[src/hw/loop_brake_pkg.sv]
// Constants, types and register layout of the loop and brake control block
// What this block does
// Loop-select bit: 0 closed loop, 1 open loop
// Hybrid bit: 0 full closed, 1 hybrid; resets 0
// Open-loop auto-brake: data <=0 closes loop, brakes
// Open-loop auto-brake: positive data stays open loop
// Open-loop auto-brake off after reset; 0 disables
// Host enables auto-brake only after closed-loop calibration
// Brake-before-idle: brake then standby on request
// Brake only if actuator moves, else standby directly
// Brake-before-idle cleared: standby at once, no brake
// Slope check: open loop unless change large enough
// Slope check ignored without hybrid; resets 0
// Two low bits reserved, read back, no effect
package loop_brake_pkg;

  localparam int         REG_W            = 8;
  localparam logic [7:0] LOOP_BRAKE_ADDR  = 8'h08;
  localparam logic [7:0] LOOP_BRAKE_RESET = 8'h88;
  localparam logic [7:0] RDATA_IDLE       = 8'h00;

  localparam int BIT_ACT_LRA    = 7;
  localparam int BIT_OPEN_LOOP  = 6;
  localparam int BIT_HYBRID     = 5;
  localparam int BIT_OL_BRAKE   = 4;
  localparam int BIT_IDLE_BRAKE = 3;
  localparam int BIT_SLOPE_CHK  = 2;

  localparam int PLAY_W = 8;

  // Register bus request from the serial slave logic on the same clock
  typedef struct packed {
    logic             wr;
    logic             rd;
    logic [7:0]       addr;
    logic [REG_W-1:0] wdata;
  } reg_req_t;

  // Drive-loop state handed to the actuator engine
  typedef struct packed {
    logic closed_loop;
    logic hybrid;
    logic slope_gate;
    logic actuator_lra;
  } loop_sel_t;

  typedef enum logic [1:0] {
    PWR_RUN     = 2'b00,
    PWR_CHECK   = 2'b01,
    PWR_BRAKE   = 2'b10,
    PWR_STANDBY = 2'b11
  } pwr_state_t;

endpackage : loop_brake_pkg

[src/hw/loop_brake_ctrl.sv]
// Loop selection, open-loop auto-brake and brake-before-standby control
module loop_brake_ctrl (
  input  wire logic                                  i_clk,
  input  wire logic                                  i_rst_n,
  input  wire logic                                  i_ce,
  input  wire loop_brake_pkg::reg_req_t              i_req,
  output logic [loop_brake_pkg::REG_W-1:0]           o_reg_rdata,
  output logic                                       o_reg_rvalid,
  input  wire logic                                  i_play_valid,
  input  wire logic signed [loop_brake_pkg::PLAY_W-1:0] i_play_data,
  input  wire logic                                  i_playing,
  input  wire logic                                  i_slope_big,
  input  wire logic                                  i_timer_idle,
  input  wire logic                                  i_trigger_or_irq_pin,
  input  wire logic                                  i_level_mode,
  input  wire logic                                  i_wake,
  input  wire logic                                  i_motion,
  input  wire logic                                  i_brake_done,
  output loop_brake_pkg::loop_sel_t                  o_loop,
  output logic                                       o_brake,
  output logic                                       o_standby
);
  import loop_brake_pkg::*;

  ////////////////////////////////////////////////////////////////////////////
  // Control register

  logic [REG_W-1:0] ctrl_r;
  wire              wr_hit;
  wire              rd_hit;

  // Both request kinds decode the one control address
  function automatic logic addr_match(input logic [7:0] addr);
    return addr == LOOP_BRAKE_ADDR;
  endfunction : addr_match

  assign wr_hit = i_req.wr && addr_match(i_req.addr);
  assign rd_hit = i_req.rd && addr_match(i_req.addr);

  // All bits store as written; the reserved pair feeds nothing
  always_ff @(posedge i_clk) begin
    if (!i_rst_n) begin
      ctrl_r <= LOOP_BRAKE_RESET;
    end else if (i_ce && wr_hit) begin
      ctrl_r <= i_req.wdata;
    end
  end

  // Unmapped reads answer zero so the serial slave never sees stale data
  always_ff @(posedge i_clk) begin
    if (!i_rst_n) begin
      o_reg_rdata  <= RDATA_IDLE;
      o_reg_rvalid <= 1'b0;
    end else if (i_ce) begin
      o_reg_rvalid <= i_req.rd;
      o_reg_rdata  <= rd_hit ? ctrl_r : RDATA_IDLE;
    end
  end

  ////////////////////////////////////////////////////////////////////////////
  // Control fields

  wire open_loop_sel;
  wire hybrid_sel;
  wire ol_brake_en;
  wire idle_brake_en;
  wire slope_sel;

  assign open_loop_sel = ctrl_r[BIT_OPEN_LOOP];
  assign hybrid_sel    = ctrl_r[BIT_HYBRID];
  assign ol_brake_en   = ctrl_r[BIT_OL_BRAKE];
  assign idle_brake_en = ctrl_r[BIT_IDLE_BRAKE];
  assign slope_sel     = ctrl_r[BIT_SLOPE_CHK];

  ////////////////////////////////////////////////////////////////////////////
  // Loop selection

  logic play_nonpos_r;
  wire  play_nonpos;

  // Last played sample is held so the decision stays valid between samples
  assign play_nonpos = (i_play_data <= $signed({PLAY_W{1'b0}}));

  always_ff @(posedge i_clk) begin
    if (!i_rst_n) begin
      play_nonpos_r <= 1'b0;
    end else if (i_ce && i_play_valid) begin
      play_nonpos_r <= play_nonpos;
    end
  end

  wire closed_base;
  wire hybrid_eff;
  wire slope_eff;
  wire ol_brake_now;
  wire closed_nxt;

  // Hybrid and slope settings only mean something in closed loop
  assign closed_base  = !open_loop_sel;
  assign hybrid_eff   = closed_base && hybrid_sel;
  assign slope_eff    = hybrid_eff && slope_sel;
  assign ol_brake_now = open_loop_sel && ol_brake_en && play_nonpos_r;

  // Slope check keeps hybrid drive open until a big step is requested
  assign closed_nxt = ol_brake_now ? 1'b1 :
                      open_loop_sel ? 1'b0 :
                      slope_eff ? i_slope_big :
                      1'b1;

  ////////////////////////////////////////////////////////////////////////////
  // Standby request sources

  logic pin_level;
  logic pin_level_d_r;

  // The pin is asynchronous, so it is filtered before any edge is taken
  pin_sync u_pin_sync (
    .i_clk   (i_clk),
    .i_rst_n (i_rst_n),
    .i_ce    (i_ce),
    .i_pin   (i_trigger_or_irq_pin),
    .o_level (pin_level)
  );

  always_ff @(posedge i_clk) begin
    if (!i_rst_n) begin
      pin_level_d_r <= 1'b0;
    end else if (i_ce) begin
      pin_level_d_r <= pin_level;
    end
  end

  wire pin_fall;
  wire pin_release;
  wire idle_req;

  // In level-enable use the pin dropping low asks for standby
  assign pin_fall    = pin_level_d_r && !pin_level;
  assign pin_release = i_level_mode && pin_fall;
  assign idle_req    = i_timer_idle || pin_release;

  ////////////////////////////////////////////////////////////////////////////
  // Brake-before-standby sequencer

  pwr_state_t state_r;
  pwr_state_t state_nxt;

  always_comb begin
    state_nxt = state_r;
    case (state_r)
      PWR_RUN: begin
        if (idle_req) begin
          if (idle_brake_en && i_playing) begin
            state_nxt = PWR_CHECK;
          end else begin
            state_nxt = PWR_STANDBY;
          end
        end
      end
      PWR_CHECK: begin
        state_nxt = i_motion ? PWR_BRAKE : PWR_STANDBY;
      end
      PWR_BRAKE: begin
        if (i_brake_done) begin
          state_nxt = PWR_STANDBY;
        end
      end
      PWR_STANDBY: begin
        if (i_wake) begin
          state_nxt = PWR_RUN;
        end
      end
      default: begin
        // Unused codes fall back to the quiet state
        state_nxt = PWR_STANDBY;
      end
    endcase
  end

  always_ff @(posedge i_clk) begin
    if (!i_rst_n) begin
      // Start quiet: nothing is driven until a wake request
      state_r <= PWR_STANDBY;
    end else if (i_ce) begin
      state_r <= state_nxt;
    end
  end

  ////////////////////////////////////////////////////////////////////////////
  // Registered outputs

  wire nxt_run;
  wire nxt_brake;
  wire nxt_standby;
  wire idle_braking;
  wire brake_nxt;

  assign nxt_run     = (state_nxt == PWR_RUN);
  assign nxt_brake   = (state_nxt == PWR_BRAKE);
  assign nxt_standby = (state_nxt == PWR_STANDBY);

  // Braking for standby always uses the closed loop, whatever is selected
  assign idle_braking = nxt_brake;
  assign brake_nxt    = idle_braking || (nxt_run && ol_brake_now);

  always_ff @(posedge i_clk) begin
    if (!i_rst_n) begin
      o_loop    <= '0;
      o_brake   <= 1'b0;
      o_standby <= 1'b1;
    end else if (i_ce) begin
      o_loop.closed_loop  <= closed_nxt || idle_braking;
      o_loop.hybrid       <= hybrid_eff;
      o_loop.slope_gate   <= slope_eff;
      o_loop.actuator_lra <= ctrl_r[BIT_ACT_LRA];
      o_brake             <= brake_nxt;
      o_standby           <= nxt_standby;
    end
  end

endmodule : loop_brake_ctrl

[src/hw/pin_sync.sv]
// Three-stage synchroniser with agreement filter for a pin input
module pin_sync (
  input  wire logic i_clk,
  input  wire logic i_rst_n,
  input  wire logic i_ce,
  input  wire logic i_pin,
  output logic      o_level
);

  logic s1_r;
  logic s2_r;
  logic s3_r;

  // First stage feeds only the second; a change counts once stages two and three agree
  always_ff @(posedge i_clk) begin
    if (!i_rst_n) begin
      s1_r    <= 1'b0;
      s2_r    <= 1'b0;
      s3_r    <= 1'b0;
      o_level <= 1'b0;
    end else if (i_ce) begin
      s1_r <= i_pin;
      s2_r <= s1_r;
      s3_r <= s2_r;
      if (s2_r == s3_r) begin
        o_level <= s3_r;
      end
    end
  end

endmodule : pin_sync

[config.mk]
export PLATFORM = sky130hd
export DESIGN_NAME = loop_brake_ctrl
export DESIGN_NICKNAME = d
export VERILOG_FILES = /design/src/hw/loop_brake_pkg.sv /design/src/hw/loop_brake_ctrl.sv /design/src/hw/pin_sync.sv
export SDC_FILE = /design/constraint.sdc
export NUM_CORES = 1
export LEC_CHECK = 0
export ABC_CLOCK_PERIOD_IN_PS = 4350
export BUFFER_PORTS_ARGS = -buffer_cell sky130_fd_sc_hd__buf_2
export CAP_MARGIN = 20
export CORE_ASPECT_RATIO = 1.75
export CORE_MARGIN = 2
export CORE_UTILIZATION = 45
export CTS_BUF_LIST = sky130_fd_sc_hd__clkbuf_8 sky130_fd_sc_hd__clkbuf_16
export DETAILED_ROUTE_END_ITERATION = 10
export PLACE_DENSITY = 0.75
export REMOVE_ABC_BUFFERS = 1
export SYNTH_ARGS = -nofsm -noshare
export SYNTH_HDL_FRONTEND = slang
export SYNTH_SLANG_ARGS = --single-unit
[constraint.sdc]
create_clock -name i_clk -period 4.35 [get_ports i_clk]
set_input_delay 0.2175 -clock i_clk [delete_from_list [all_inputs] [get_ports i_clk]]
set_output_delay 0.2175 -clock i_clk [all_outputs]
set_load 0.02 [all_outputs]
==> results of run 1 <==
cell type report:
type	instances	area, um2
Fill cell	257	1070
Tap cell	27	33.8
Clock inverter	1	5.00
Inverter	2	7.51
Sequential cell	31	621
Clock buffer	6	82.6
Timing Repair Buffer	52	260
Multi-Input combinational cell	91	639
through the flow:
stage	utilization [%]	instance area (um2)
floorplan	-	1270
global placement	57.4	1560
detailed placement	57.4	1560
CTS	60.6	1650
global route	60.6	1650
finish	60.6	1650
cell usage in the layout (no fill, tap or decap), types with 2 or more instances in the layout:
| master | netlist | final |
|---|---|---|
| buf_2 | 0 | 52 |
| dfxtp_1 | 31 | 31 |
| nor2b_1 | 20 | 20 |
| mux2i_1 | 13 | 13 |
| nand2_1 | 9 | 9 |
| a22oi_1 | 9 | 9 |
| clkbuf_8 | 0 | 6 |
| o21ai_0 | 5 | 5 |
| a21boi_0 | 4 | 4 |
| nor2_1 | 4 | 4 |
| nand3b_1 | 3 | 3 |
| nand3_1 | 3 | 3 |
| inv_1 | 2 | 2 |
| and2_1 | 2 | 2 |
| nor3_1 | 2 | 2 |
| a21oi_1 | 2 | 2 |
| and3_1 | 2 | 2 |
worst min-delay path: cells and delay by family:
family                 cells  cell delay [ps]
buffers and inverters      1               80
multiplexers               1               60
AND/OR/NAND/NOR            1               60
flip-flops by register name, indices dropped and copies added, names as in the netlist:
name                count
play_nonpos_r           1
state_r                 2
o_brake                 1
o_reg_rdata             8
u_pin_sync.s1_r         1
o_reg_rvalid            1
u_pin_sync.s3_r         1
o_standby               1
u_pin_sync.s2_r         1
ctrl_r                  8
pin_level_d_r           1
u_pin_sync.o_level      1
o_loop                  4
kinds of logic (layout without fill, tap and decap cells):
| logic type | count (synthesis) | after routing |
|---|---|---|
| AOI/OAI and AO/OA | 25 | 25 |
| buffers and inverters | 8 | 61 |
| and+or+nand+nor | 52 | 52 |
| muxes | 14 | 14 |
| DFF | 31 | 31 |
power groups by stage:
stage               logic [W]  registers [W]  clock network, W
floorplan           0.0000206       0.000305                 0
global placement    0.0000521       0.000301                 0
detailed placement  0.0000538       0.000301                 0
CTS                 0.0000539       0.000295          0.000228
global route        0.0000586       0.000296          0.000239
finish              0.0000535       0.000295          0.000221
routing by layer:
metal  track usage [%]  vias to the layer above  wire length (um)  share of wire (%)
met3              6.00                        6               126                4.2
met2              33.5                       27              1630                 54
met5                 0                        -                 0                  0
li1                  -                      566                 -                  -
met4              9.76                        0                42                1.4
met1              23.5                      541              1200                 40
worst min-delay path by stage:
stage                      endpoint  depth (start not counted)
final                     ctrl_r[7]                          3
after global routing      ctrl_r[7]                          3
after CTS                 ctrl_r[7]                          3
after detailed placement  ctrl_r[7]                          3
after global placement    ctrl_r[7]                          3
after floorplan           ctrl_r[3]                          1
==> flow_metrics.env, run 1 <==
export IMPL_vias_per_cell=5.43
export IMPL_ctsHoldBuffers=0
export IMPL_p_leak_nw=0.712
export IMPL_worst_path_stages=5
export IMPL_pre_cts_ws_ps=2500
export IMPL_endpoint_kind="flip-flop"
export IMPL_fin_crit_sh_pct=35.6
export IMPL_path_buf_inv=1
export IMPL_cpMaxStageDelayCell="or4_4"
export IMPL_p_switching_w=0.000129
export IMPL_cts_resized=0
export IMPL_syn2layout_area_growth_pct=27.8
export IMPL_ys_warn_count=0
export IMPL_drc=0
export IMPL_finClkSkew_ps=6.56
export IMPL_grt_pass1_wl_um=4970
export IMPL_synth_most_common_cell="dfxtp_1"
export IMPL_crit_start="i_req[13]"
export IMPL_p_clk_share_pct=38.8
export IMPL_start_util_pct=47.4
export IMPL_power_frac_comb_pct=9.4
export IMPL_critPathTopFamily="simple AND/OR/NAND/NOR gates"
export IMPL_synthArstFlopShare_pct=0
export IMPL_io_pin_count=53
export IMPL_crit_chain="buf_2 > or4_4 > nor3_4 > mux2i_1 > nand2_1"
export IMPL_clock_latency_ps=280
export IMPL_syn_avg_cell_area_um2=9.92
export IMPL_rsz0062_at_grt="false"
export IMPL_dr_pass1_iters=4
export IMPL_track_usage_pct=20.3
export IMPL_post_drt_wl_per_cell_um=14.3
export IMPL_ff2ff_setup_slack_ps=2970
export IMPL_r2r_end="o_brake"
export IMPL_grt_max_degree=32
export IMPL_cts_made_buffers=5
export IMPL_synthMuxAreaShare_pct=11.0
export IMPL_drt_iter0_markers=22
export IMPL_die_height_um=74.8
export IMPL_layout_drive_gt1_share_pct=36.1
export IMPL_slew_violations=0
export IMPL_synth_top_cells_by_count="31 x dfxtp_1, 20 x nor2b_1, 13 x mux2i_1"
export IMPL_start_kind="primary input"
export IMPL_synth_area_mm2=0.00129
export IMPL_n_antenna_cell=0
export IMPL_synth_edff_count=0
export IMPL_grt_pass1_vias=1150
export IMPL_finalNonFillerCells=210
export IMPL_hp_class="in2reg"
export IMPL_peakVddDrop_uv=216
export IMPL_timing_hold_ws_ps=164
export IMPL_dp_cells=203
export IMPL_dpl_hpwl_um=2190
export IMPL_postCtsSetupBuffers=0
export IMPL_fin_ws_ps=2800
export IMPL_synth_top_family_by_area="simple AND/OR/NAND/NOR gates"
export IMPL_finalCriticalPeriod_ps=1550
export IMPL_die_area_mm2=0.00333
export IMPL_cts_sinks=31
export IMPL_synth_ff_latch_count=31
export IMPL_critPathArrivalTime_ps=1700
export IMPL_synth_xor_area_share_pct=0
export IMPL_synth_seq_area_share_pct=48.1
export IMPL_switching_share_pct=22.5
export IMPL_gp_congestion=0.803
export IMPL_drv_cap=0
export IMPL_vias=1140
export IMPL_reg2reg_from="state_r[1]"
export IMPL_required_ps=4500
export IMPL_min_delay_start="i_req[7]"
export IMPL_synthAdderAreaFrac_pct=0
export IMPL_routed_wl_um=3000
export IMPL_yosys_area_share_simple_pct=25.0
export IMPL_criticalPathCategory="in2reg"
export IMPL_synth_compound_area_share_pct=13.6
export IMPL_grt_overflow=0
export IMPL_power_w=0.000570
export IMPL_status="complete, no violations"
export IMPL_port_buffers=52
export IMPL_setup_violations=0
export IMPL_fmax_mhz=647
export IMPL_die_w_um=44.5
export IMPL_path_clk_slew_ps=60
export IMPL_slew_headroom_pct=59.8
export IMPL_synth_area_leaders="dfxtp_1 48%, mux2i_1 10%, nor2b_1 9.7%, a22oi_1 5.2%, nand2_1 2.6%"
export IMPL_worstRegToRegCells=4
export IMPL_synth_top_cell_area_share_pct=48.1
export IMPL_crit_end="ctrl_r[3]"
export IMPL_cpPeakStageDelay_ps=560
export IMPL_crit_fanout=8
export IMPL_p_seq_share_pct=51.8
export IMPL_h_tree_depth=2
export IMPL_post_synth_top_area_cell="dfxtp_1"
export IMPL_cts_tree="done"
export IMPL_synth_distinct_cells=29
export IMPL_p_int_w=0.000442
export IMPL_grt_antenna_before_repair=0
export IMPL_worst_pin_slew_ps=599
export IMPL_ant_nets=0
export IMPL_synthCells=130
export IMPL_nets=221
export IMPL_synth_main_ff_cell="dfxtp_1"
export IMPL_rows=25
export IMPL_cts_path_max_buffers=2
export IMPL_finalHoldViolations=0
export IMPL_p_per_area_mw_per_mm2=346
export IMPL_timing_setup_tns_ps=0
export IMPL_coreArea_mm2=0.00272
export IMPL_cts_root_buf="clkbuf_8"
(Power assumes the default switching activity.)
==> run 2, diff against run 1 <==
ABC_CLOCK_PERIOD_IN_PS = 1380   (was 4350)
CORE_UTILIZATION = 42   (was 45)
PLACE_DENSITY = 0.74   (was 0.75)
clock period = 1.38 ns   (was 4.35 ns; I/O delays follow)
==> flow_metrics.env, run 2 (synthesis results as in run 1) <==
export IMPL_cpMaxStageDelayCell="dfxtp_2"
export IMPL_multi_input_comb_area_um2=644
export IMPL_pre_cts_ws_ps=-100
export IMPL_setup_violations=0
export IMPL_regArea_um2=622
export IMPL_die_w_um=45.9
export IMPL_die_area_mm2=0.00355
export IMPL_grt_pass1_wl_um=4660
export IMPL_vias=1163
export IMPL_ant_nets=0
export IMPL_h_tree_depth=2
export IMPL_rsz0062_at_grt="false"
export IMPL_drt_iter0_markers=21
export IMPL_criticalPathCategory="reg2reg"
export IMPL_syn2layout_area_growth_pct=31.7
export IMPL_cpPeakStageDelay_ps=370
export IMPL_cts_root_buf="clkbuf_8"
export IMPL_routed_wl_um=2950
export IMPL_worst_pin_slew_ps=441
export IMPL_io_pin_count=53
export IMPL_die_height_um=77.3
export IMPL_finalNonFillerCells=216
export IMPL_fin_ws_ps=79.5
export IMPL_p_leak_nw=0.739
export IMPL_ctsHoldBuffers=0
export IMPL_required_ps=1550
export IMPL_track_usage_pct=17.9
export IMPL_start_util_pct=44.1
export IMPL_place_area_mm2=0.00162
export IMPL_finClkSkew_ps=1.97
export IMPL_timing_hold_ws_ps=12.2
export IMPL_final_area_mm2=0.00170
export IMPL_port_buffers=52
export IMPL_nFillCells=263
export IMPL_path_clk_slew_ps=60
export IMPL_postCtsSetupBuffers=0
export IMPL_coreArea_mm2=0.00293
export IMPL_vias_per_cell=5.38
export IMPL_critPathArrivalTime_ps=1470
export IMPL_n_antenna_cell=0
export IMPL_dp_cells=210
export IMPL_slew_headroom_pct=70.5
export IMPL_largestRegisters="ctrl_r: 8 flops, o_reg_rdata: 8 flops, o_loop: 4 flops"
export IMPL_finalHoldViolations=0
export IMPL_reg2reg_from="state_r[1]"
export IMPL_fmax_mhz=769
export IMPL_min_delay_start="i_req[7]"
export IMPL_grt_max_degree=25
export IMPL_grt_pass1_vias=1120
export IMPL_gp_congestion=0.789
export IMPL_layout_drive_gt1_share_pct=38.3
export IMPL_crit_chain="mux2_2 > a22oi_1 > nand3_1 > and3_1"
export IMPL_grt_antenna_before_repair=0
export IMPL_crit_fanout=7
export IMPL_rows=26
export IMPL_r2r_end="o_brake"
export IMPL_timing_setup_tns_ps=0
export IMPL_layout_commonest_cell="buf_2"
export IMPL_endpoint_kind="flip-flop"
export IMPL_drc=0
export IMPL_finalCriticalPeriod_ps=1300
export IMPL_dr_pass1_iters=2
export IMPL_peakVddDrop_uv=827
export IMPL_status="complete, no violations"
export IMPL_slew_violations=0
export IMPL_post_drt_wl_per_cell_um=13.7
export IMPL_fin_crit_sh_pct=94.2
export IMPL_worstRegToRegCells=4
export IMPL_nets=227
export IMPL_crit_end="o_brake"
export IMPL_mostFrequentLayoutCells="52 x buf_2, 30 x dfxtp_1, 20 x nor2b_1"
export IMPL_grt_overflow=0
export IMPL_crit_start="state_r[1]"
export IMPL_cts_sinks=31
export IMPL_cts_resized=0
export IMPL_drv_cap=0
export IMPL_clock_latency_ps=280
export IMPL_cts_tree="done"
export IMPL_dpl_hpwl_um=2210
export IMPL_cts_path_max_buffers=2
export IMPL_p_per_area_mw_per_mm2=1020
export IMPL_start_kind="flip-flop"
export IMPL_cts_made_buffers=5
export IMPL_ff2ff_setup_slack_ps=80
export IMPL_hp_class="in2reg"
[run 2: cell count changes in the layout (fill, tap and decap cells not counted), sizes merged]
| cell | delta |
|---|---|
| inv | +1 |
| buf | +6 |
| clkbuf | -1 |
| clkinv | -1 |
[run 2: critical path, delay by kind of cell, from the launching register on]
kind	cells	cell delay, ps
muxes	1	340
DFF	1	370
and+or+nand+nor	2	340
AOI/OAI and AO/OA	1	140
[run 2: how the worst min path moves through the flow]
stage / to / cells past startpoint / slack (ps)
6_report: ctrl_r[7] / 3 / 10
5_1_grt: ctrl_r[7] / 3 / 20
4_1_cts: ctrl_r[7] / 3 / 6
3_5_place_dp: ctrl_r[7] / 3 / 300
3_3_place_gp: ctrl_r[7] / 3 / 290
2_1_floorplan: ctrl_r[3] / 1 / 130
[run 2: metal layers]
layer  vias to the layer above  share of wire [%]  track usage, %
li1                        574                  -               -
met1                       541                 39            18.1
met2                        44                 54            30.1
met3                         4                6.4            7.53
met4                         0                1.1            8.00
met5                         -                  0               0
[run 2: where the power goes]
group	switching, W	internal [W]	total [W]
combinational	0.0000848	0.0000924	0.000177
sequential	0.0000140	0.000916	0.000930
clock	0.000298	0.000327	0.000625
[run 2: stage by stage]
step | utilization (%) | power (W)
after floorplan | - | 0.00103
after global placement | 55.3 | 0.00112
after detailed placement | 55.3 | 0.00113
after CTS | 57.8 | 0.00176
after global routing | 58.0 | 0.00180
final | 58.0 | 0.00173
[run 2: layout make-up]
class / count / share of cell area, %
clock buffers: 5 / 4.05
clock inverters: 1 / 0.221
inverters: 2 / 0.442
multi-input cells: 91 / 37.9
flip-flops and latches: 31 / 36.6
well taps: 28 / 2.06
repair buffers: 58 / 18.7
==> run 3, diff against run 2 <==
CELL_PAD_IN_SITES_DETAIL_PLACEMENT = 1   (was not set)
CELL_PAD_IN_SITES_GLOBAL_PLACEMENT = 1   (was not set)
CORE_ASPECT_RATIO = not set   (was 1.75)
CORE_UTILIZATION = 31   (was 42)
PLACE_DENSITY = not set   (was 0.74)
PLACE_DENSITY_LB_ADDON = 0.1   (was not set)
==> flow_metrics.env, run 3 (synthesis results as in run 1) <==
export IMPL_status="complete, no violations"
export IMPL_syn2layout_area_growth_pct=38.2
export IMPL_worst_pin_slew_ps=395
export IMPL_required_ps=1550
export IMPL_n_antenna_cell=0
export IMPL_crit_start="state_r[1]"
export IMPL_reg2reg_from="state_r[1]"
export IMPL_cpMaxStageDelayCell="dfxtp_4"
export IMPL_peakVddDrop_uv=341
export IMPL_cts_path_max_buffers=2
export IMPL_fin_ws_ps=55.2
export IMPL_mostFrequentLayoutCells="52 x buf_2, 30 x dfxtp_1, 20 x nor2b_1"
export IMPL_p_leak_nw=0.760
export IMPL_cpPeakStageDelay_ps=380
export IMPL_finalHoldViolations=0
export IMPL_multi_input_comb_area_um2=661
export IMPL_crit_fanout=7
export IMPL_ctsHoldBuffers=0
export IMPL_slew_violations=0
export IMPL_largestRegisters="ctrl_r: 8 flops, o_reg_rdata: 8 flops, o_loop: 4 flops"
export IMPL_slew_headroom_pct=73.6
export IMPL_grt_antenna_before_repair=0
export IMPL_grt_pass1_wl_um=5740
export IMPL_final_area_mm2=0.00178
export IMPL_cts_tree="done"
export IMPL_drv_cap=0
export IMPL_drt_iter0_markers=60
export IMPL_nFillCells=474
export IMPL_cts_root_buf="clkbuf_8"
export IMPL_crit_chain="mux2_2 > a22oi_2 > nand3_1 > and3_1"
export IMPL_hp_class="in2reg"
export IMPL_dr_pass1_iters=4
export IMPL_fin_crit_sh_pct=96.0
export IMPL_endpoint_kind="flip-flop"
export IMPL_vias=1173
export IMPL_routed_wl_um=3430
export IMPL_die_w_um=68.5
export IMPL_regArea_um2=624
export IMPL_p_per_area_mw_per_mm2=1030
export IMPL_dp_cells=235
export IMPL_post_drt_wl_per_cell_um=14.2
export IMPL_grt_overflow=0
export IMPL_pre_cts_ws_ps=-127
export IMPL_drc=0
export IMPL_timing_setup_tns_ps=0
export IMPL_start_util_pct=32.2
export IMPL_rows=23
export IMPL_critPathArrivalTime_ps=1500
export IMPL_dpl_hpwl_um=2600
export IMPL_path_clk_slew_ps=60
export IMPL_die_height_um=68.5
export IMPL_min_delay_start="i_req[7]"
export IMPL_start_kind="flip-flop"
export IMPL_setup_violations=0
export IMPL_gp_congestion=0.675
export IMPL_nets=230
export IMPL_criticalPathCategory="reg2reg"
export IMPL_grt_max_degree=27
export IMPL_place_area_mm2=0.00167
export IMPL_timing_hold_ws_ps=12.0
export IMPL_port_buffers=52
export IMPL_track_usage_pct=17.0
export IMPL_io_pin_count=53
export IMPL_ant_nets=0
export IMPL_layout_commonest_cell="buf_2"
export IMPL_coreArea_mm2=0.00400
export IMPL_cts_made_buffers=5
export IMPL_finClkSkew_ps=1.48
export IMPL_grt_pass1_vias=1260
export IMPL_die_area_mm2=0.00469
export IMPL_layout_drive_gt1_share_pct=41.7
export IMPL_h_tree_depth=2
export IMPL_fmax_mhz=755
export IMPL_finalCriticalPeriod_ps=1320
export IMPL_clock_latency_ps=280
export IMPL_finalNonFillerCells=242
export IMPL_cts_sinks=31
export IMPL_vias_per_cell=4.85
-- run 3: through the flow --
stage / total power [W] / util [%]
after CTS: 0.00186 / 44.0
final: 0.00184 / 44.6
after detailed placement: 0.00114 / 41.8
after global routing: 0.00193 / 44.6
after global placement: 0.00113 / 41.8
after floorplan: 0.00103 / -
-- run 3: path summary, 6_finish.rpt --
path         depth (start not counted)  slack (ps)      endpoint
max                                  4          60       o_brake
min reg2reg                          2         480  o_reg_rvalid
max reg2reg                          4          60       o_brake
min                                  3          10     ctrl_r[7]
-- run 3: where the power goes --
part	leakage [nW]	total, W	switching [W]	internal, W
Sequential	0.252	0.000933	0.0000174	0.000915
Combinational	0.461	0.000193	0.0000920	0.000101
Clock	0.0470	0.000710	0.000320	0.000390
Total	0.760	0.00184	0.000429	0.00141
-- run 3: what timing repair did --
item,in CTS,in global routing
resized for setup,1,5
endpoints found under the setup margin,1,3
pin swaps,0,1
gates cloned,0,0
buffers inserted,0,0
-- run 3: layout make-up --
class	count	share of cell area [%]
Multi-Input combinational cell	91	37.1
Sequential cell	31	35.0
Timing Repair Buffer	61	19.1
Clock buffer	6	4.63
Tap cell	50	3.51
Inverter	2	0.421
Clock inverter	1	0.281
-- run 3: worst max-delay path: cells and delay by family, from the launching register on --
kind	cells	cell delay [ps]
compound gates	1	130
flops	1	380
mux	1	350
simple gates	2	350
-- run 3: routing by layer --
layer / part of all wire (%) / vias up / track usage, %
li1: - / 582 / -
met1: 42 / 542 / 19.7
met2: 48 / 44 / 28.6
met3: 8.0 / 5 / 5.84
met4: 1.4 / 0 / 6.75
met5: 0 / - / 0
